===== config.mk =====
export PLATFORM = sky130hd
export DESIGN_NAME = pbd_altfn_mux
export DESIGN_NICKNAME = d
export VERILOG_FILES = /design/src/core/pbd_pkg.sv /design/src/core/pbd_pin_res.sv /design/src/core/pbd_altfn_mux.sv
export VERILOG_INCLUDE_DIRS = /design/src /design/src/core
export SDC_FILE = /design/constraint.sdc
export NUM_CORES = 1
export LEC_CHECK = 0
export BUFFER_PORTS_ARGS = -buffer_cell sky130_fd_sc_hd__buf_2
export CORE_MARGIN = 2
export CORE_UTILIZATION = 30
export DETAILED_ROUTE_END_ITERATION = 16
export SLEW_MARGIN = 20
export SYNTH_ARGS = -nofsm -noshare
export SYNTH_HDL_FRONTEND = slang
export SYNTH_SLANG_ARGS = --single-unit

===== constraint.sdc =====
create_clock -name sys_clk -period 1.2 [get_ports sys_clk]
set_input_delay 0.18 -clock sys_clk [delete_from_list [all_inputs] [get_ports sys_clk]]
set_output_delay 0.18 -clock sys_clk [all_outputs]
set_load 0.05 [all_outputs]

===== src/core/pbd_cfg.svh =====
/*
 * bit positions, pin indices and reset values for the port b/d
 * alternate-function override logic.
 * assumes nothing; definitions only.
 */
`ifndef PBD_CFG_SVH
`define PBD_CFG_SVH

// =============================================
// port widths
`define PBD_PB_WIDTH 8
`define PBD_PD_WIDTH 7

// =============================================
// port b pin indices
`define PBD_PB_CMP0A 2
`define PBD_PB_CMP1A 3
`define PBD_PB_CMP1B 4
`define PBD_PB_SDA 5
`define PBD_PB_DOUT 6
`define PBD_PB_SCK 7

// =============================================
// port d pin indices
`define PBD_PD_RXD 0
`define PBD_PD_TXD 1
`define PBD_PD_EXT_IRQ_ZERO 2
`define PBD_PD_EXT_IRQ_ONE 3
`define PBD_PD_T0 4
`define PBD_PD_T1 5
`define PBD_PD_ICP 6

// =============================================
// pin change source numbering
`define PBD_PCG0_LO 0
`define PBD_PCG0_HI 7
`define PBD_PCG2_LO 11
`define PBD_PCG2_HI 17

// =============================================
// reset values
`define PBD_RST_BIT 1'h0
`define PBD_RST_OE_N 1'h1

`endif


===== src/core/pbd_pkg.sv =====
/*
 * types shared by the port b/d override logic.
 * assumes pbd_cfg.svh is not needed here.
 */
package pbd_pkg;

    // override enables and values for one pin
    typedef struct packed {
        logic pu_oe;
        logic pu_ov;
        logic dd_oe;
        logic dd_ov;
        logic pv_oe;
        logic pv_ov;
        logic die_oe;
        logic die_ov;
    } pbd_ovr_t;

    // resolved pad controls for one pin
    typedef struct packed {
        logic out;
        logic oe_n;
        logic pull;
        logic die;
    } pbd_pad_t;

endpackage


===== src/core/pbd_pin_res.sv =====
/*
 * one pin: merges port register bits with alternate-function overrides
 * into registered pad controls.
 * assumes synchronous inputs on sys_clk and synchronous active-low reset.
 */
`timescale 1ns/10ps
`include "pbd_cfg.svh"

module pbd_pin_res
(
    input wire logic sys_clk,
    input wire logic rst_n,
    input pbd_pkg::pbd_ovr_t ovr,
    input wire logic port_val,
    input wire logic port_dir,
    input wire logic pull_up_disable,
    input wire logic sleep_active,
    output pbd_pkg::pbd_pad_t pad
);
    import pbd_pkg::*;

    // =============================================
    // override selection
    wire logic dir_eff = ovr.dd_oe ? ovr.dd_ov : port_dir;
    wire logic val_eff = ovr.pv_oe ? ovr.pv_ov : port_val;
    wire logic pull_norm = ~port_dir & port_val & ~pull_up_disable;
    wire logic pull_eff = ovr.pu_oe ? ovr.pu_ov : pull_norm;
    wire logic die_eff = ovr.die_oe ? ovr.die_ov : ~sleep_active;
    pbd_pad_t pad_d;

    assign pad_d = '{out: val_eff, oe_n: ~dir_eff, pull: pull_eff, die: die_eff};

    // =============================================
    // pad register
    always_ff @(posedge sys_clk)
    begin
        if (!rst_n)
            pad <= '{out: `PBD_RST_BIT, oe_n: `PBD_RST_OE_N, pull: `PBD_RST_BIT, die: `PBD_RST_BIT};
        else
            pad <= pad_d;
    end

    // =============================================
    // checks
    property p_ovr_wins;
        @(posedge sys_clk) disable iff (!rst_n)
        (ovr.pu_oe && ovr.dd_oe) |=> (pad.pull == $past(ovr.pu_ov)) && (pad.oe_n == !$past(ovr.dd_ov));
    endproperty
    a_ovr_wins: assert property (p_ovr_wins) else $error("override value not applied");

endmodule


===== src/core/pbd_altfn_mux.sv =====
/*
 * alternate-function override mux for port b and port d pins.
 * assumes all inputs synchronous to sys_clk (50 mhz), reset synchronous
 * active low, peripherals and port registers outside this block.
 */
`timescale 1ns/10ps
`include "pbd_cfg.svh"


module pbd_altfn_mux
#(
    parameter int PB_W = `PBD_PB_WIDTH,
    parameter int PD_W = `PBD_PD_WIDTH
)
(
    input wire logic sys_clk,
    input wire logic rst_n,
    input wire logic [PB_W-1:0] portb_value,
    input wire logic [PB_W-1:0] portb_dir,
    input wire logic [PD_W-1:0] portd_value,
    input wire logic [PD_W-1:0] portd_dir,
    input wire logic [PB_W-1:0] pin_in_b,
    input wire logic [PD_W-1:0] pin_in_d,
    input wire logic pull_up_disable,
    input wire logic sleep_active,
    input wire logic two_wire_mode_active,
    input wire logic three_wire_mode_active,
    input wire logic clock_line_hold,
    input wire logic serial_pin_toggle_enable,
    input wire logic serial_clk_toggle,
    input wire logic start_cond_irq_enable,
    input wire logic serial_data_out,
    input wire logic serial_sda_bit,
    input wire logic timer0_cmp_a_en,
    input wire logic timer0_cmp_a_out,
    input wire logic timer1_cmp_a_en,
    input wire logic timer1_cmp_a_out,
    input wire logic timer1_cmp_b_en,
    input wire logic timer1_cmp_b_out,
    input wire logic timer0_cmp_b_en,
    input wire logic timer0_cmp_b_out,
    input wire logic pinchg_grp0_enable,
    input wire logic pinchg_grp2_enable,
    input wire logic [PB_W-1:0] pinchg_mask_b,
    input wire logic [PD_W-1:0] pinchg_mask_d,
    input wire logic uart_rx_enable,
    input wire logic uart_tx_enable,
    input wire logic uart_tx_data,
    input wire logic usart_sync_mode,
    input wire logic usart_clk_out_en,
    input wire logic usart_clk_out,
    input wire logic sysclk_output_en,
    input wire logic sysclk_output_level,
    input wire logic ext_irq_zero_en,
    input wire logic ext_irq_one_en,
    input wire logic timer0_ext_clock_en,
    input wire logic timer1_ext_clock_en,
    input wire logic timer1_capture_en,
    output pbd_pkg::pbd_pad_t [PB_W-1:0] pad_b,
    output pbd_pkg::pbd_pad_t [PD_W-1:0] pad_d,
    output logic [`PBD_PCG0_HI:`PBD_PCG0_LO] pinchg_grp0_src,
    output logic [`PBD_PCG2_HI:`PBD_PCG2_LO] pinchg_grp2_src,
    output logic serial_data_in,
    output logic serial_unit_clock,
    output logic uart_rx_in,
    output logic ext_irq_zero,
    output logic ext_irq_one,
    output logic usart_sync_clock,
    output logic timer0_ext_clock,
    output logic timer1_ext_clock,
    output logic timer1_capture_in
);
    import pbd_pkg::*;

    // =============================================
    // serial clock toggle state
    logic sck_tog_q;
    wire logic sck_tog_d = serial_pin_toggle_enable & (sck_tog_q ^ serial_clk_toggle);
    wire logic pb7_val = portb_value[`PBD_PB_SCK] ^ sck_tog_q;
    wire logic [PB_W-1:0] portb_eff = {pb7_val, portb_value[PB_W-2:0]};

    always_ff @(posedge sys_clk)
    begin
        if (!rst_n)
            sck_tog_q <= `PBD_RST_BIT;
        else
            sck_tog_q <= sck_tog_d;
    end

    // =============================================
    // override terms
    wire logic [PB_W-1:0] pcb_on = pinchg_mask_b & {PB_W{pinchg_grp0_enable}};
    wire logic [PD_W-1:0] pcd_on = pinchg_mask_d & {PD_W{pinchg_grp2_enable}};
    wire logic tw = two_wire_mode_active;
    wire logic scl_dir = (clock_line_hold | pb7_val) & portb_dir[`PBD_PB_SCK];
    wire logic sda_dir = (serial_sda_bit | portb_value[`PBD_PB_SDA]) & portb_dir[`PBD_PB_SDA];
    wire logic pd2_pv_oe = sysclk_output_en | usart_clk_out_en;
    wire logic pd2_pv_ov = sysclk_output_en ? sysclk_output_level : usart_clk_out;
    wire logic pd0_pu = portd_value[`PBD_PD_RXD] & ~pull_up_disable;
    pbd_ovr_t ovr_b [PB_W];
    pbd_ovr_t ovr_d [PD_W];

    always_comb
    begin
        for (int i = 0; i < PB_W; i++)
            ovr_b[i] = '{pu_oe: 1'h0, pu_ov: 1'h0, dd_oe: 1'h0, dd_ov: 1'h0, pv_oe: 1'h0, pv_ov: 1'h0,
                         die_oe: pcb_on[i], die_ov: 1'h1};
        for (int i = 0; i < PD_W; i++)
            ovr_d[i] = '{pu_oe: 1'h0, pu_ov: 1'h0, dd_oe: 1'h0, dd_ov: 1'h0, pv_oe: 1'h0, pv_ov: 1'h0,
                         die_oe: pcd_on[i], die_ov: 1'h1};
        // compare outputs on port b
        ovr_b[`PBD_PB_CMP0A].pv_oe = timer0_cmp_a_en;
        ovr_b[`PBD_PB_CMP0A].pv_ov = timer0_cmp_a_out;
        ovr_b[`PBD_PB_CMP1A].pv_oe = timer1_cmp_a_en;
        ovr_b[`PBD_PB_CMP1A].pv_ov = timer1_cmp_a_out;
        ovr_b[`PBD_PB_CMP1B].pv_oe = timer1_cmp_b_en;
        ovr_b[`PBD_PB_CMP1B].pv_ov = timer1_cmp_b_out;
        // two-wire data / three-wire data input
        ovr_b[`PBD_PB_SDA].dd_oe = tw;
        ovr_b[`PBD_PB_SDA].dd_ov = sda_dir;
        ovr_b[`PBD_PB_SDA].pv_oe = tw & portb_dir[`PBD_PB_SDA];
        ovr_b[`PBD_PB_SDA].die_oe = pcb_on[`PBD_PB_SDA] | start_cond_irq_enable;
        // three-wire data output, pull-up left to the port bit
        ovr_b[`PBD_PB_DOUT].pv_oe = three_wire_mode_active;
        ovr_b[`PBD_PB_DOUT].pv_ov = serial_data_out;
        // serial clock
        ovr_b[`PBD_PB_SCK].pu_oe = tw;
        ovr_b[`PBD_PB_SCK].dd_oe = tw;
        ovr_b[`PBD_PB_SCK].dd_ov = scl_dir;
        ovr_b[`PBD_PB_SCK].pv_oe = tw & portb_dir[`PBD_PB_SCK];
        ovr_b[`PBD_PB_SCK].die_oe = pcb_on[`PBD_PB_SCK] | start_cond_irq_enable;
        // uart receive
        ovr_d[`PBD_PD_RXD].pu_oe = uart_rx_enable;
        ovr_d[`PBD_PD_RXD].pu_ov = pd0_pu;
        ovr_d[`PBD_PD_RXD].dd_oe = uart_rx_enable;
        // uart transmit
        ovr_d[`PBD_PD_TXD].pu_oe = uart_tx_enable;
        ovr_d[`PBD_PD_TXD].dd_oe = uart_tx_enable;
        ovr_d[`PBD_PD_TXD].dd_ov = 1'h1;
        ovr_d[`PBD_PD_TXD].pv_oe = uart_tx_enable;
        ovr_d[`PBD_PD_TXD].pv_ov = uart_tx_data;
        // pd2 clock outputs and interrupt input; pd3 interrupt and pd4 timer clock inputs
        ovr_d[`PBD_PD_EXT_IRQ_ZERO].pv_oe = pd2_pv_oe;
        ovr_d[`PBD_PD_EXT_IRQ_ZERO].pv_ov = pd2_pv_ov;
        ovr_d[`PBD_PD_EXT_IRQ_ZERO].die_oe = pcd_on[`PBD_PD_EXT_IRQ_ZERO] | ext_irq_zero_en | usart_sync_mode;
        ovr_d[`PBD_PD_EXT_IRQ_ONE].die_oe = pcd_on[`PBD_PD_EXT_IRQ_ONE] | ext_irq_one_en;
        ovr_d[`PBD_PD_T0].die_oe = pcd_on[`PBD_PD_T0] | timer0_ext_clock_en;
        // pd5 compare output needs its direction bit from software
        ovr_d[`PBD_PD_T1].pv_oe = timer0_cmp_b_en;
        ovr_d[`PBD_PD_T1].pv_ov = timer0_cmp_b_out;
        ovr_d[`PBD_PD_T1].die_oe = pcd_on[`PBD_PD_T1] | timer1_ext_clock_en;
        ovr_d[`PBD_PD_ICP].die_oe = pcd_on[`PBD_PD_ICP] | timer1_capture_en;
    end

    // =============================================
    // per-pin resolvers
    for (genvar g = 0; g < PB_W; g++)
    begin : g_pb
        pbd_pin_res u_res
        (
            .sys_clk(sys_clk),
            .rst_n(rst_n),
            .ovr(ovr_b[g]),
            .port_val(portb_eff[g]),
            .port_dir(portb_dir[g]),
            .pull_up_disable(pull_up_disable),
            .sleep_active(sleep_active),
            .pad(pad_b[g])
        );
    end

    for (genvar g = 0; g < PD_W; g++)
    begin : g_pd
        pbd_pin_res u_res
        (
            .sys_clk(sys_clk),
            .rst_n(rst_n),
            .ovr(ovr_d[g]),
            .port_val(portd_value[g]),
            .port_dir(portd_dir[g]),
            .pull_up_disable(pull_up_disable),
            .sleep_active(sleep_active),
            .pad(pad_d[g])
        );
    end

    // =============================================
    // gated inputs to peripherals
    logic [PB_W-1:0] die_b;
    logic [PD_W-1:0] die_d;
    always_comb
    begin
        for (int i = 0; i < PB_W; i++)
            die_b[i] = pad_b[i].die;
        for (int i = 0; i < PD_W; i++)
            die_d[i] = pad_d[i].die;
    end
    wire logic [PB_W-1:0] in_b = pin_in_b & die_b;
    wire logic [PD_W-1:0] in_d = pin_in_d & die_d;

    always_ff @(posedge sys_clk)
    begin
        if (!rst_n)
        begin
            pinchg_grp0_src <= '0;
            pinchg_grp2_src <= '0;
            serial_data_in <= `PBD_RST_BIT;
            serial_unit_clock <= `PBD_RST_BIT;
            uart_rx_in <= `PBD_RST_BIT;
            ext_irq_zero <= `PBD_RST_BIT;
            ext_irq_one <= `PBD_RST_BIT;
            usart_sync_clock <= `PBD_RST_BIT;
            timer0_ext_clock <= `PBD_RST_BIT;
            timer1_ext_clock <= `PBD_RST_BIT;
            timer1_capture_in <= `PBD_RST_BIT;
        end
        else
        begin
            pinchg_grp0_src <= in_b;
            pinchg_grp2_src <= in_d;
            serial_data_in <= in_b[`PBD_PB_SDA];
            serial_unit_clock <= in_b[`PBD_PB_SCK];
            uart_rx_in <= in_d[`PBD_PD_RXD];
            ext_irq_zero <= in_d[`PBD_PD_EXT_IRQ_ZERO];
            ext_irq_one <= in_d[`PBD_PD_EXT_IRQ_ONE];
            usart_sync_clock <= in_d[`PBD_PD_EXT_IRQ_ZERO] & usart_sync_mode;
            timer0_ext_clock <= in_d[`PBD_PD_T0];
            timer1_ext_clock <= in_d[`PBD_PD_T1];
            timer1_capture_in <= in_d[`PBD_PD_ICP];
        end
    end

    // =============================================
    // checks
    property p_di_dir;
        @(posedge sys_clk) disable iff (!rst_n)
        !tw |=> pad_b[`PBD_PB_SDA].oe_n == !$past(portb_dir[`PBD_PB_SDA]);
    endproperty
    a_di_dir: assert property (p_di_dir) else $error("data input direction overridden");

    property p_do_val;
        @(posedge sys_clk) disable iff (!rst_n)
        (three_wire_mode_active && portb_dir[`PBD_PB_DOUT])
        |=> (pad_b[`PBD_PB_DOUT].out == $past(serial_data_out)) && !pad_b[`PBD_PB_DOUT].oe_n;
    endproperty
    a_do_val: assert property (p_do_val) else $error("data out not on pin 6");

    property p_do_pull;
        @(posedge sys_clk) disable iff (!rst_n)
        (three_wire_mode_active && !portb_dir[`PBD_PB_DOUT] && portb_value[`PBD_PB_DOUT] && !pull_up_disable)
        |=> pad_b[`PBD_PB_DOUT].pull;
    endproperty
    a_do_pull: assert property (p_do_pull) else $error("pin 6 pull-up lost");

    property p_scl;
        @(posedge sys_clk) disable iff (!rst_n)
        (tw && clock_line_hold && portb_dir[`PBD_PB_SCK])
        |=> !pad_b[`PBD_PB_SCK].pull && !pad_b[`PBD_PB_SCK].oe_n && !pad_b[`PBD_PB_SCK].out;
    endproperty
    a_scl: assert property (p_scl) else $error("clock pin not held low");

    property p_sda;
        @(posedge sys_clk) disable iff (!rst_n)
        (tw && !serial_sda_bit && !portb_value[`PBD_PB_SDA]) |=> pad_b[`PBD_PB_SDA].oe_n;
    endproperty
    a_sda: assert property (p_sda) else $error("data pin driven while released");

    property p_cmp0a;
        @(posedge sys_clk) disable iff (!rst_n)
        timer0_cmp_a_en |=> pad_b[`PBD_PB_CMP0A].out == $past(timer0_cmp_a_out);
    endproperty
    a_cmp0a: assert property (p_cmp0a) else $error("compare value not on pin 2");

    property p_start_die;
        @(posedge sys_clk) disable iff (!rst_n)
        start_cond_irq_enable |=> pad_b[`PBD_PB_SCK].die && pad_b[`PBD_PB_SDA].die;
    endproperty
    a_start_die: assert property (p_start_die) else $error("serial inputs disabled");

    property p_pcg0;
        @(posedge sys_clk) disable iff (!rst_n)
        (pinchg_grp0_enable && pinchg_mask_b[`PBD_PB_DOUT])[*2]
        |=> pinchg_grp0_src[`PBD_PB_DOUT] == $past(pin_in_b[`PBD_PB_DOUT]);
    endproperty
    a_pcg0: assert property (p_pcg0) else $error("source 6 not following pin");

    property p_txd;
        @(posedge sys_clk) disable iff (!rst_n)
        uart_tx_enable |=> (pad_d[`PBD_PD_TXD].out == $past(uart_tx_data)) && !pad_d[`PBD_PD_TXD].oe_n;
    endproperty
    a_txd: assert property (p_txd) else $error("transmit data not on pd1");

    property p_xck;
        @(posedge sys_clk) disable iff (!rst_n)
        !usart_sync_mode |=> !usart_sync_clock;
    endproperty
    a_xck: assert property (p_xck) else $error("usart clock outside sync mode");

    property p_sysclk_output;
        @(posedge sys_clk) disable iff (!rst_n)
        sysclk_output_en |=> pad_d[`PBD_PD_EXT_IRQ_ZERO].out == $past(sysclk_output_level);
    endproperty
    a_sysclk_output: assert property (p_sysclk_output) else $error("clock output missing on pd2");

endmodule


* After elaboration in Yosys (flattened, before gate mapping) *
Cells that the tools add are included.

storage, ports and cells
  bits in writable memories = 0
  bits in read-only memories = 0
  memories kept = 0
  input port bits = 95
  register bits = 85
  latch bits = 0
  output and inout bits = 84

cells by class
  muxes and demuxes = 28
  equality and inequality tests = 0
  bitwise operators = 76
  div/mod/pow operators = 0
  multiply operators = 0
  shifts and indexed selects = 0
  reduce and logical (&&, ||, !) cells = 4
  magnitude comparators = 0
  add/sub/neg operators = 0

operators by type and width
  cell                number
  1-bit AND           37
  1-bit 2-to-1 mux    28
  1-bit NOT           22
  8-bit AND           2
  7-bit AND           2
  1-bit bitwise OR    11
  2-bit OR reduction  4
  1-bit XOR           2

* Longest topological paths before layout *
Gate-level depths: netlist of run 1.

  depth after elaboration = 5
  depth in mapped cells = 3

* Hierarchy *
Synthesis of run 1 repeated with hierarchy kept, for this count alone.

unflattened totals
  cells, all modules = 279
  area, all modules = 2,944.1 µm²

by module, submodules not included
  module         area each (µm²)  cells an instance  instances
  pbd_pin_res    150.1            14                 15
  pbd_altfn_mux  691.9            69                 1

* Least setup slack after synthesis of run 1 *
OpenSTA, ideal clock, no wires.

  path type = reg-to-output
  start = register pinchg_grp0_src[5] in the netlist's numbering
  end = output port pinchg_grp0_src[5] in the netlist's numbering
  buffers on the path = 1
  setup slack = 0.126 ns
  data required time = 1.020 ns
  arrival time = 0.894 ns
  cell stages (with the launch flop) = 2
  cell sequence = dfxtp_1 > buf_4

RTL lines
  element                 line                  RTL
  from (decl)             pbd_altfn_mux.sv:61   output logic [`PBD_PCG0_HI:`PBD_PCG0_LO] pinchg_grp0_src,
  from (signal assigned)  pbd_altfn_mux.sv:219  pinchg_grp0_src <= in_b;

No word-level cell between the ends.

==> results summary, run 1 <==
The total negative slack for setup checks came out at 0 ns. The total power per unit cell area is approximately 1600 nW/um^2. Per report_power, the clock group accounts for 34.0% of the total. The first-pass iteration count of the detailed router is 4. The die outline height came out at approximately 93 microns.

The startpoint type of the worst setup path is a register. The number of buffers created by CTS is 9. The proportion of power drawn by flip-flops and latches came out at between 40% and 50%. The completed layout was analyzed and its total power is approximately 5.6 mW.

The final cell count without fillers came out at about 500. The total global-route track usage is between 10 and 15%. The fmax came out at a little under 900 MHz. The floorplan die area is roughly 8700 sq um. The critical path start-end classification is register to output pin.

At the worst endpoint, the arrival time is about 0.94 ns. After synthesis, the largest area contributor takes up around two thirds of total cell area. The largest area contributor in the netlist is dfxtp_1. The setup-violating endpoint count in the final report is 0.

The number of nets in the finished design came out at around 490. The uppermost layer routed is met4. The critical path goes through buf_2. The required arrival time at the worst endpoint came out at between 1 and 1.5 ns. The largest fanout on the critical path is 2.

TritonCTS built the clock tree. Clock-pin slew was measured on the worst setup and hold paths at roughly 0.070 ns. The number of placement rows is 32. After clock tree synthesis, the setup repair step added 0 buffers.

The number of nets with antenna violations after detailed routing came out at 0. The largest stage delay on the critical path is 0.34 ns. The ratio of final minimum period to clock period is slightly above 90%. The core area came out at just under 8000 sq um. Among all stages on the critical path, the largest delay is contributed by dfxtp_1. The insertion delay to the later sink of the worst-skew pair is 0.33 ns. Setup repair after global routing left no endpoint under its margin.

STA classifies the critical path endpoint as an output pin. The library cells used most frequently in the layout, excluding fill and tap cells, are 178 x buf_2, 77 x dfxtp_1, 29 x nand2_1. The number of placed instances with taps included came out at roughly 480.

The count of H-tree levels built during CTS came out at 3. The number of global-route vias before repair came out at between 1,500 and 2,000. The number of sinks driven by the clock tree came out at 77.

The setup clock skew after layout came out at around 0.0066 ns. The number of buffers inserted by port buffering is 178. Among cell families on the critical path, the largest total delay comes from flip-flops. The first global-routing pass estimated about 8.9 mm of wire.

The post-route minimum period is ~1.1 ns. The wire length after detailed routing is 6.270 mm. The switching part of the total is ~28%. The number of remaining DRC errors came out at 0. The net count after synthesis is 304. The switching power total came out at ~1.6 mW. The run finished with clean final reports.

The largest net degree at the start of global routing is 23. The top-level port count came out at 179. The actual slew at the worst max-slew pin came out at ~0.41 ns. Detailed placement ended at an HPWL of just under 5 mm. The total overflow left after global routing is 0. A synthesized cell averages between 10 and 15 sq um. The synthesized netlist contains 25 unique library cells. The hold violation count in the final report came out at 0. The share of synthesized area occupied by flip-flops and latches came out at approximately two thirds. Combinational cells account for between 10% and 20% of the total power. The maximum buffer depth of the clock tree came out at 2. The internal portion of total power came out at 4.030 mW. The mean routed wirelength per cell came out at between 10 and 15 microns. Ranked by total cell area, the synthesized netlist is headed by dfxtp_1 65%, nor3b_2 5.3%, nand2_1 4.6%. The routed via count divided by cell count came out at ~4.2.

The count of buffering cells on the critical path with inverters included came out at 1. The number of antenna violations at the first check in global routing is 0. The share of final-layout standard cells stronger than drive strength 1 came out at between 50% and 60%. The cell area that synthesis handed to floorplanning was ~2400 sq um. The final count of pins violating max slew came out at 0.

The tool flagged a number of max-cap violations equal to 0. The post-synthesis instance total is between 200 and 250. The worst slew margin relative to its limit came out at roughly 72%.

The tree is rooted in a clkbuf_8. The count of vias placed by the detailed router came out at around 2,100. The static leakage is 1.894 nW. In this run the worst hold path is classified as input port to register.

The worst IR drop on VDD came out at 0.0006564 V. The area growth from synthesis to final layout is 49.29%. Wire segments on met3 add up to roughly 600 microns in the final route. The met1 wire length is roughly 2.4 mm. The width of the die is around 93 microns. The violation count after the first detailed-route iteration is around 60.

Synthesis inferred 77 register bits. The final antenna diode count is 0. Detailed routing placed a total of 3.142 mm of wire on met2. The Yosys step of the flow raised 0 warnings. The commonest non-fill, non-tap cell in the layout is buf_2. The final weighted congestion in routability-driven placement came out at ~0.76. For this configuration, the core starts out at a cell density of 30.81%.
## through the flow
step           hold slack, ns  cell area, sq um  setup WS [ns]  util (%)
6_report              0.02341              3555        0.07824     46.00
5_1_grt              0.008106              3555        0.02932     46.00
4_1_cts              0.002364              3535        0.04815     45.74
3_5_place_dp           0.3634              3306         0.1785     42.78
3_3_place_gp           0.3586              3306         0.2703     42.78
2_1_floorplan          0.2490              2381         0.1257         -
## layer usage
metal	track usage, %	vias to the layer above
met5	0	-
met4	6.250	0
met3	5.157	9
met2	23.01	98
met1	14.88	936
li1	-	1043
## sequential cells by signal, indices dropped and copies added (netlist names)
register and count:
pinchg_grp2_src 7, sck_tog_q 1, g_pb.u_res.pad 32, usart_sync_clock 1, pinchg_grp0_src 8, g_pd.u_res.pad 28
## synth_stat cells (all sizes together)
| cell | number |
|---|---|
| a21oi | 12 |
| and3 | 17 |
| nor3b | 14 |
| nand2 | 29 |
| nor2 | 6 |
| mux2i | 7 |
| nand2b | 1 |
| and2 | 7 |
| inv | 7 |
| clkbuf | 2 |
| nor2b | 3 |
| nor4b | 2 |
| a211oi | 1 |
| buf | 15 |
| o21ai | 1 |
| a31oi | 4 |
| dfxtp | 77 |
| xor2 | 2 |
| o311ai | 2 |
## what timing repair did
item,CTS,global route
hold endpoints to repair,3,2
resized for setup,0,0
setup endpoints to repair,0,0
hold buffers,3,2
## path summary, 6_finish.rpt
path | depth (start not counted) | end | from | slack, ns
max reg2reg | 2 | g_pb[7].u_res.pad[1] | sck_tog_q | 0.23
max | 1 | timer1_ext_clock | pinchg_grp2_src[16] | 0.08
min reg2reg | 1 | pinchg_grp2_src[12] | g_pd[1].u_res.pad[0] | 0.48
min | 2 | g_pb[4].u_res.pad[1] | portb_dir[4] | 0.02
## power groups by stage
stage          Sequential, mW  Combinational, mW  Clock [mW]
2_1_floorplan            3.22              0.214           0
3_3_place_gp             2.78              0.979           0
3_5_place_dp             2.78              0.985           0
4_1_cts                  2.72              0.994        1.98
5_1_grt                  2.73               1.05        2.10
6_report                 2.72              0.989        1.91
## cells by family (layout without fill, tap and decap cells)
family / Yosys count / count (layout) / synth area share [%]
buffers and inverters: 24 / 209 / 6.305
AO/OA/AOI/OAI: 20 / 20 / 4.834
XOR/XNOR: 2 / 2 / 0.7358
multiplexers: 7 / 7 / 2.943
AND/OR/NAND/NOR: 79 / 79 / 20.44
flip-flops: 77 / 77 / 64.74
## area by class of cell
class | count | area [sq um]
multi-input cells | 108 | 689.4
flip-flops and latches | 77 | 1541
repair buffers | 187 | 970.9
fillers | 769 | 4173
clock inverters | 4 | 47.55
clock buffers | 11 | 151.4
inverters | 7 | 26.28
well taps | 102 | 127.6
Note: power is estimated with default switching activity, not from simulation.
==> run 2, diff against run 1 <==
- SYNTH_HIERARCHICAL: unset -> 1
==> run 2 against run 1 <==
Compared with the run above: routed wire length grew 19%; area after synthesis grew 24%; cell count grew 39%; sequential power is essentially flat; setup slack lost 0.025 ns; sequential cell count is the same; global-route usage grew 0.42 points; power shrank 1.3%; clock power shrank 19%; first-iteration DRC count shrank 36%; cell area grew 26%; critical path depth grew 2; critical path type is now register to register; critical endpoint is now g_pb[7].u_res/pad[1].
==> results summary, run 2 <==
The flow ran to the end, and the final reports show no timing, DRC or antenna violations. The final total power came out at 5.545 mW. The first-pass iteration count of the detailed router came out at 3. The most instantiated flip-flop cell in the synthesis netlist is dfxtp_1. The number of max-capacitance violations reported is 0. The commonest cells after synthesis are 77 x dfxtp_1, 45 x nand2_1. During placement, the flow inserted port buffers numbering between 150 and 200. The number of sinks driven by the clock tree is 77. The post-CTS clock slew at the launch and capture registers of the worst setup and hold paths is approximately 0.07 ns.

dfxtp_1 takes more of the synthesized area than any other cell. By area the synthesized netlist is led by dfxtp_1 52%, mux2_2 6.1%, nand2_1 5.7%. The final weighted congestion in routability-driven placement is around 0.73. The register with the most flip-flops in the layout has 32 of them. The largest stage delay on the critical path is between 0.4 and 0.5 ns. The largest registers in the layout are g_pb.u_res/pad: 32 flops, g_pd.u_res/pad: 28 flops, pinchg_grp0_src: 8 flops. The residual overflow from global routing came out at 0. The total global-route track usage is between 10% and 20%. For this run, the number of standard cells in the final layout without fillers is just under 700. The setup-violating endpoint count in the final report came out at 0. The worst-case reg-to-reg path depth came out at 3.

The mean routed wirelength per cell came out at 10.82 microns. The floorplan die area is around 11,000 sq um. Including well taps, the total number of placed cells is 675. The number of remaining DRC errors is 0. Clock tree synthesis selected as its root buffer the cell clkbuf_8.

The internal reg-to-reg setup slack is around 0.053 ns. The post-synthesis instance total is 279. The number of enable-type register cells in the synthesized netlist is 0. Summed over all nets, the half-perimeter wirelength after detailed placement is roughly 6 mm. The top cell types in the final layout, fill and taps aside, are 175 x buf_2, 91 x conb_1, 76 x dfxtp_1. The global-route wire length before repair is around 11 mm.

The largest fanout on the critical path came out at 3. Entering global routing, the biggest net connects 36 pins. The endpoint arrival time on the critical path came out at about 1.4 ns. Prior to clock tree synthesis, the placed netlist has a worst setup slack of 0.008306 ns. The total standard cell area after synthesis came out at between 2000 and 3000 sq um. The critical path start-end classification is register to register. For this configuration, the core starts out at a cell density of a little under a third. The count of H-tree levels built during CTS came out at 3. The number of nets with antenna violations after detailed routing came out at 0.

The number of global-route vias before repair is 2,487. The width of the die is between 100 and 150 microns. After layout, the worst setup slack is between 0.05 and 0.06 ns. The number of antenna violations at the first check in global routing is 0. The violation count after the first detailed-route iteration is 38.

The kind of cell with the highest combined delay along the critical path is simple AND/OR/NAND/NOR gates. STA classifies the critical path endpoint as a register. The share of flip-flops with an asynchronous set or reset after synthesis is 0%. The flip-flop and latch count after synthesis is 77. The analysis attributes to cell leakage a power of about 2.4 nW. Setup repair after global routing could not meet its margin everywhere. The share of final-layout standard cells stronger than drive strength 1 is 40.90%. Dividing the synthesized area by the synthesized cell count gives approximately 11 sq um.

The die outline height is 103.1 microns. In this run the worst setup path begins at sck_tog_q. TritonCTS built the clock tree. The area growth from synthesis to final layout came out at 52.57%.

The top-level port count came out at around 180. Following the worst setup path forward leads to its endpoint at g_pb[7].u_res/pad[1]. The routed via count divided by cell count came out at 3.980. The share of the synthesized area in the top cell type came out at around 52%. The required arrival time at the worst endpoint is ~1.5 ns. The fmax came out at between 800 and 900 MHz. The hold violation count in the final report came to 0. The count of distinct cell types in the synthesized netlist came out at 18. The number of buffers created by CTS came out at 9. Leaving out fill and tap cells, the most frequent cell in the layout is buf_2. The share of synthesized area occupied by flip-flops and latches came out at 52.36%. The worst register-to-register path ends at g_pb[7].u_res/pad[1]. The total power per unit cell area came out at ~1200 nW/um^2.

The critical path goes through xor2_2 -> or4b_1 -> a21boi_1. The path class of the tightest hold or removal check is input port to register. STA classifies the critical path startpoint as a register. The slowest stage of the critical path is the or4b_1 cell. The maximum buffer depth of the clock tree came out at 2.

Yosys printed 6 warnings. The count of buffering cells on the critical path with inverters included is 0. Across the VDD grid, the largest voltage drop is 0.0005704 V. The most numerous cell in the Yosys netlist is dfxtp_1. The final antenna diode count came out at 0. The register ranked first by flip-flop count is g_pb.u_res/pad. The final count of pins violating max slew is 0.

For the finished layout, the period the worst path requires is between 1 and 1.5 ns. The core area is just under 10,000 sq um. In this run the critical register-to-register path is launched from sck_tog_q. Between clock sinks in the finished design, the worst skew comes to roughly 0.0027 ns. The number of nets in the finished design came out at between 600 and 700.

The count of vias placed by the detailed router is approximately 2,700. The number of placement rows is 36. Dividing the final minimum period by the clock period gives between 90% and 100%.

The wire length after detailed routing came out at 7.447 mm. The number of hold buffers added after CTS came out at 0. The instance count on the critical path is 3. The insertion delay to the later sink of the worst-skew pair is around 0.33 ns.
-- run 2: timing repair --
action | CTS | global route
pin swaps | 1 | 1
endpoints found under the setup margin | 3 | 2
gates resized for setup | 3 | 2
setup buffers | 0 | 1
-- run 2: kinds of logic after synthesis --
kind of cell | count (synthesis) | share of synthesized area (%)
AOI/OAI and AO/OA | 39 | 9.987
xor gates and xnor gates | 2 | 0.5951
buffers and inverters | 9 | 2.210
DFF | 77 | 52.36
muxes | 31 | 11.22
other | 2 | 0.2551
and+or+nand+nor | 119 | 23.37
-- run 2: through the flow --
step	cell area, sq um	TNS, ns	util, %	hold slack (ns)
after floorplan	3278	0	-	0.2419
after global placement	4333	0	44.95	0.4116
after detailed placement	4333	0	44.95	0.4153
after CTS	4481	0	46.48	0.04586
after global routing	4492	-0.01590	46.60	0.05843
final	4492	0	46.60	0.06765
-- run 2: how the worst min path moves through the flow --
stage / start / endpoint / slack (ns) / depth (start not counted)
2_1_floorplan: rst_n / g_pb[0].u_res/pad[2] / 0.24 / 1
5_1_grt: pin_in_d[5] / pinchg_grp2_src[16] / 0.06 / 2
3_3_place_gp: pin_in_d[0] / pinchg_grp2_src[11] / 0.41 / 2
6_report: usart_sync_mode / usart_sync_clock / 0.07 / 2
4_1_cts: pin_in_b[4] / pinchg_grp0_src[4] / 0.05 / 2
3_5_place_dp: pin_in_b[4] / pinchg_grp0_src[4] / 0.42 / 2
-- run 2: report_power, final --
| group | switching [mW] | total (mW) | internal, mW |
|---|---|---|---|
| clock | 0.843 | 1.55 | 0.709 |
| sequential | 0.0473 | 2.75 | 2.70 |
| combinational | 0.828 | 1.25 | 0.418 |
| total | 1.72 | 5.55 | 3.83 |
-- run 2: metal layers --
metal / GRT usage (%) / vias up / share of wire, %
li1: - / 1406 / -
met4: 6.377 / 0 / 1.8
met1: 15.35 / 1189 / 40
met5: 0 / - / 0
met3: 4.746 / 10 / 11
met2: 24.18 / 133 / 47
-- run 2: area by class of cell --
| cell class | count | area [sq um] |
|---|---|---|
| Fill cell | 996 | 5147 |
| Timing Repair Buffer | 184 | 968.4 |
| Sequential cell | 77 | 1543 |
| Tap cell | 133 | 166.4 |
| Clock buffer | 12 | 135.1 |
| Multi-Input combinational cell | 282 | 1679 |
-- run 2: worst reg2reg max path, delay by kind of cell (launching register included) --
kind,cells,cell delay [ns]
xor gates and xnor gates,1,0.18
AOI/OAI and AO/OA,1,0.13
DFF,1,0.34
and+or+nand+nor,1,0.44
==> run 3, diff against run 2 <==
- CORE_UTILIZATION: 30 -> 40
- PLACE_DENSITY: unset -> 0.75
==> run 3 against run 2 <==
Compared with the run above: cell count decreased by 4.9%; critical endpoint is now pinchg_grp0_src[5]; largest cell class unchanged; worst hold slack improved by 0.0040 ns; critical path type is now register to output pin; sequential power about the same; global-route usage increased by 3.5 points; sequential cell count unchanged; critical path depth decreased by 2; die area decreased by 24%.
==> results summary, run 3 (synthesized netlist as in run 2, its figures left out) <==
The flow ran to the end, and the final reports show no timing, DRC or antenna violations. The signal on the critical path passes through buf_2. The later pin in the worst-skew pair is clocked with a latency of roughly 0.33 ns. The largest registers in the layout are g_pb.u_res/pad: 32 flops, g_pd.u_res/pad: 28 flops, pinchg_grp0_src: 8 flops. Measured along the y axis, the die boundary spans ~90 microns.

The hold violation count in the final report came out at 0. The post-CTS clock slew at the launch and capture registers of the worst setup and hold paths is around 0.08 ns. The share of final-layout standard cells stronger than drive strength 1 is between 40% and 50%. The required arrival time at the worst endpoint came out at 1.02 ns. The total power per unit cell area is 1405 nW/um^2. g_pb.u_res/pad holds more flip-flops than any other register.

The number of antenna diodes in the final layout is 0. The final weighted congestion in routability-driven placement is between 0.7 and 0.8. Global routing consumed, over all layers together, 17.44% of the routing resources.

The filler cells instantiated in the layout total around 610. The family with the most delay on the worst path is flip-flops. After detailed routing, the total wire length is 6.908 mm. The residual overflow from global routing came out at 0.

The largest stage delay on the critical path is 0.36 ns. Clock tree synthesis selected as its root buffer the cell clkbuf_8. The type of the most critical hold path is input port to register. The static leakage came out at approximately 2.4 nW. For the worst setup path, the data arrival time is ~0.97 ns.

The detail route stage leaves a number of antenna-violating nets equal to 0. The number of max-capacitance violations reported came out at 0. The first global-routing pass estimated ~12 mm of wire.

The number of global-route vias before repair is approximately 2,700. By startpoint and endpoint, the worst setup path is classified as register to output pin. After detailed routing, the number of vias per cell comes to roughly 4.2. The number of nets in the finished design is 646. Before antenna repair, the detailed router went through 3 iterations. The worst hold path begins at pin_in_d[0]. The number of flip-flops under the largest register name is 32. TritonCTS built the clock tree. STA classifies the critical path startpoint as a register. Setup repair after global routing left no endpoint under its margin.

In this run the critical register-to-register path is launched from sck_tog_q. The total negative slack for setup checks came out at 0 ns. The ratio of final minimum period to clock period is 95.60%. For this block, the via count after detailed routing is approximately 2,700.

The width of the die is about 90 microns. The top-level port count came out at roughly 180. The floorplan die area came out at about 8100 sq um. The fmax came out at around 870 MHz. The slowest stage of the critical path is the dfxtp_1 cell.

The count of H-tree levels built during CTS came out at 3. The most critical setup path has its startpoint at pinchg_grp0_src[5]. STA classifies the critical path endpoint as an output pin. The core area is between 7000 and 8000 sq um. The number of placement rows came out at 31. The effective utilization at floorplan came out at 41.03%.

Counting every sink on the clock net gives 77. The count of buffering cells on the critical path with inverters included is 1. The worst IR drop on VDD is 0.0006964 V. The HPWL reported at the end of detailed placement is between 5 and 6 mm. The number of remaining DRC errors came out at 0.

The violation count after the first detailed-route iteration came out at 63. The number of buffers created by CTS is 9. The number of antenna violations at the first check in global routing came out at 0. Leaving out fill and tap cells, the most frequent cells in the layout are 178 x buf_2, 91 x conb_1, 76 x dfxtp_1. The post-CTS setup repair buffer count came out at 0.

The mean routed wirelength per cell is between 10 and 15 microns. The pre-CTS worst setup slack is 0.03006 ns. The setup-violating endpoint count in the final report came out at 0. The final count of pins violating max slew came out at 0. Entering global routing, the biggest net connects 42 pins. In this run the worst path has a maximum fanout of 2. The slack of the critical path is 0.05280 ns.

The number of buffers inserted by port buffering is roughly 180. The longest clock path from root to sink contains 2 buffers. The library cell used most frequently in the layout, excluding fill and tap cells, is buf_2.

The area growth from synthesis to final layout came out at 53.46%. The setup clock skew after layout is 0.005246 ns. The clock period could shrink to ~1.1 ns.
[run 3: cell types whose count changed in the layout (fill, tap and decap cells not counted), sizes merged]
cell / before / now
clkinv: 0 / 1
clkbuf: 13 / 11
bufinv: 0 / 3
buf: 183 / 181
[run 3: power breakdown]
part / leakage [nW] / switching, mW / internal (mW) / total [mW]
logic: 1.66 / 0.822 / 0.405 / 1.23
registers: 0.637 / 0.0452 / 2.70 / 2.74
clock network: 0.125 / 0.895 / 1.48 / 2.38
[run 3: stage by stage]
step	util [%]	total power, mW	hold WS [ns]	area, sq um	instances
after floorplan	-	3.630	0.2419	3278	368
after global placement	59.41	4.006	0.4114	4263	639
final	62.96	6.347	0.07167	4518	654
after CTS	62.84	6.424	0.05035	4509	654
after detailed placement	59.41	4.029	0.4150	4263	639
after global routing	62.96	6.617	0.05999	4518	654
[run 3: cell type report]
type / instances / area (sq um) / share of cell area (%)
timing repair buffer: 181 / 925.9 / 20.49
multi-input combinational: 282 / 1679 / 37.16
clock inverter: 4 / 95.09 / 2.105
tap: 99 / 123.9 / 2.742
clock buffer: 11 / 151.4 / 3.351
sequential: 77 / 1543 / 34.15
[run 3: timing repair]
item | in CTS | in global routing
hold buffers | 0 | 0
setup endpoints to repair | 0 | 2
resized for setup | 0 | 2
[run 3: final timing paths]
path | endpoint | slack [ns] | depth (start not counted)
hold reg to reg | pinchg_grp0_src[0] | 0.48 | 1
setup / recovery | pinchg_grp0_src[5] | 0.05 | 1
hold / removal | pinchg_grp2_src[11] | 0.07 | 2
setup reg to reg | g_pb[7].u_res/pad[2] | 0.06 | 5
[run 3: metal layers]
layer / global-route usage, % / part of all wire [%] / vias to the layer above
met3: 5.700 / 9.7 / 10
met4: 7.436 / 1.7 / 0
met2: 31.63 / 48 / 128
met5: 0 / 0 / -
met1: 18.52 / 41 / 1196
li1: - / - / 1404
[run 3: worst reg2reg max path: cells and delay by family (launching register included)]
| family | cells | cell delay, ns |
|---|---|---|
| DFF | 1 | 0.34 |
| and+or+nand+nor | 1 | 0.06 |
| AOI/OAI and AO/OA | 1 | 0.16 |
| buffers and inverters | 1 | 0.13 |
| muxes | 1 | 0.26 |
| xor gates and xnor gates | 1 | 0.14 |
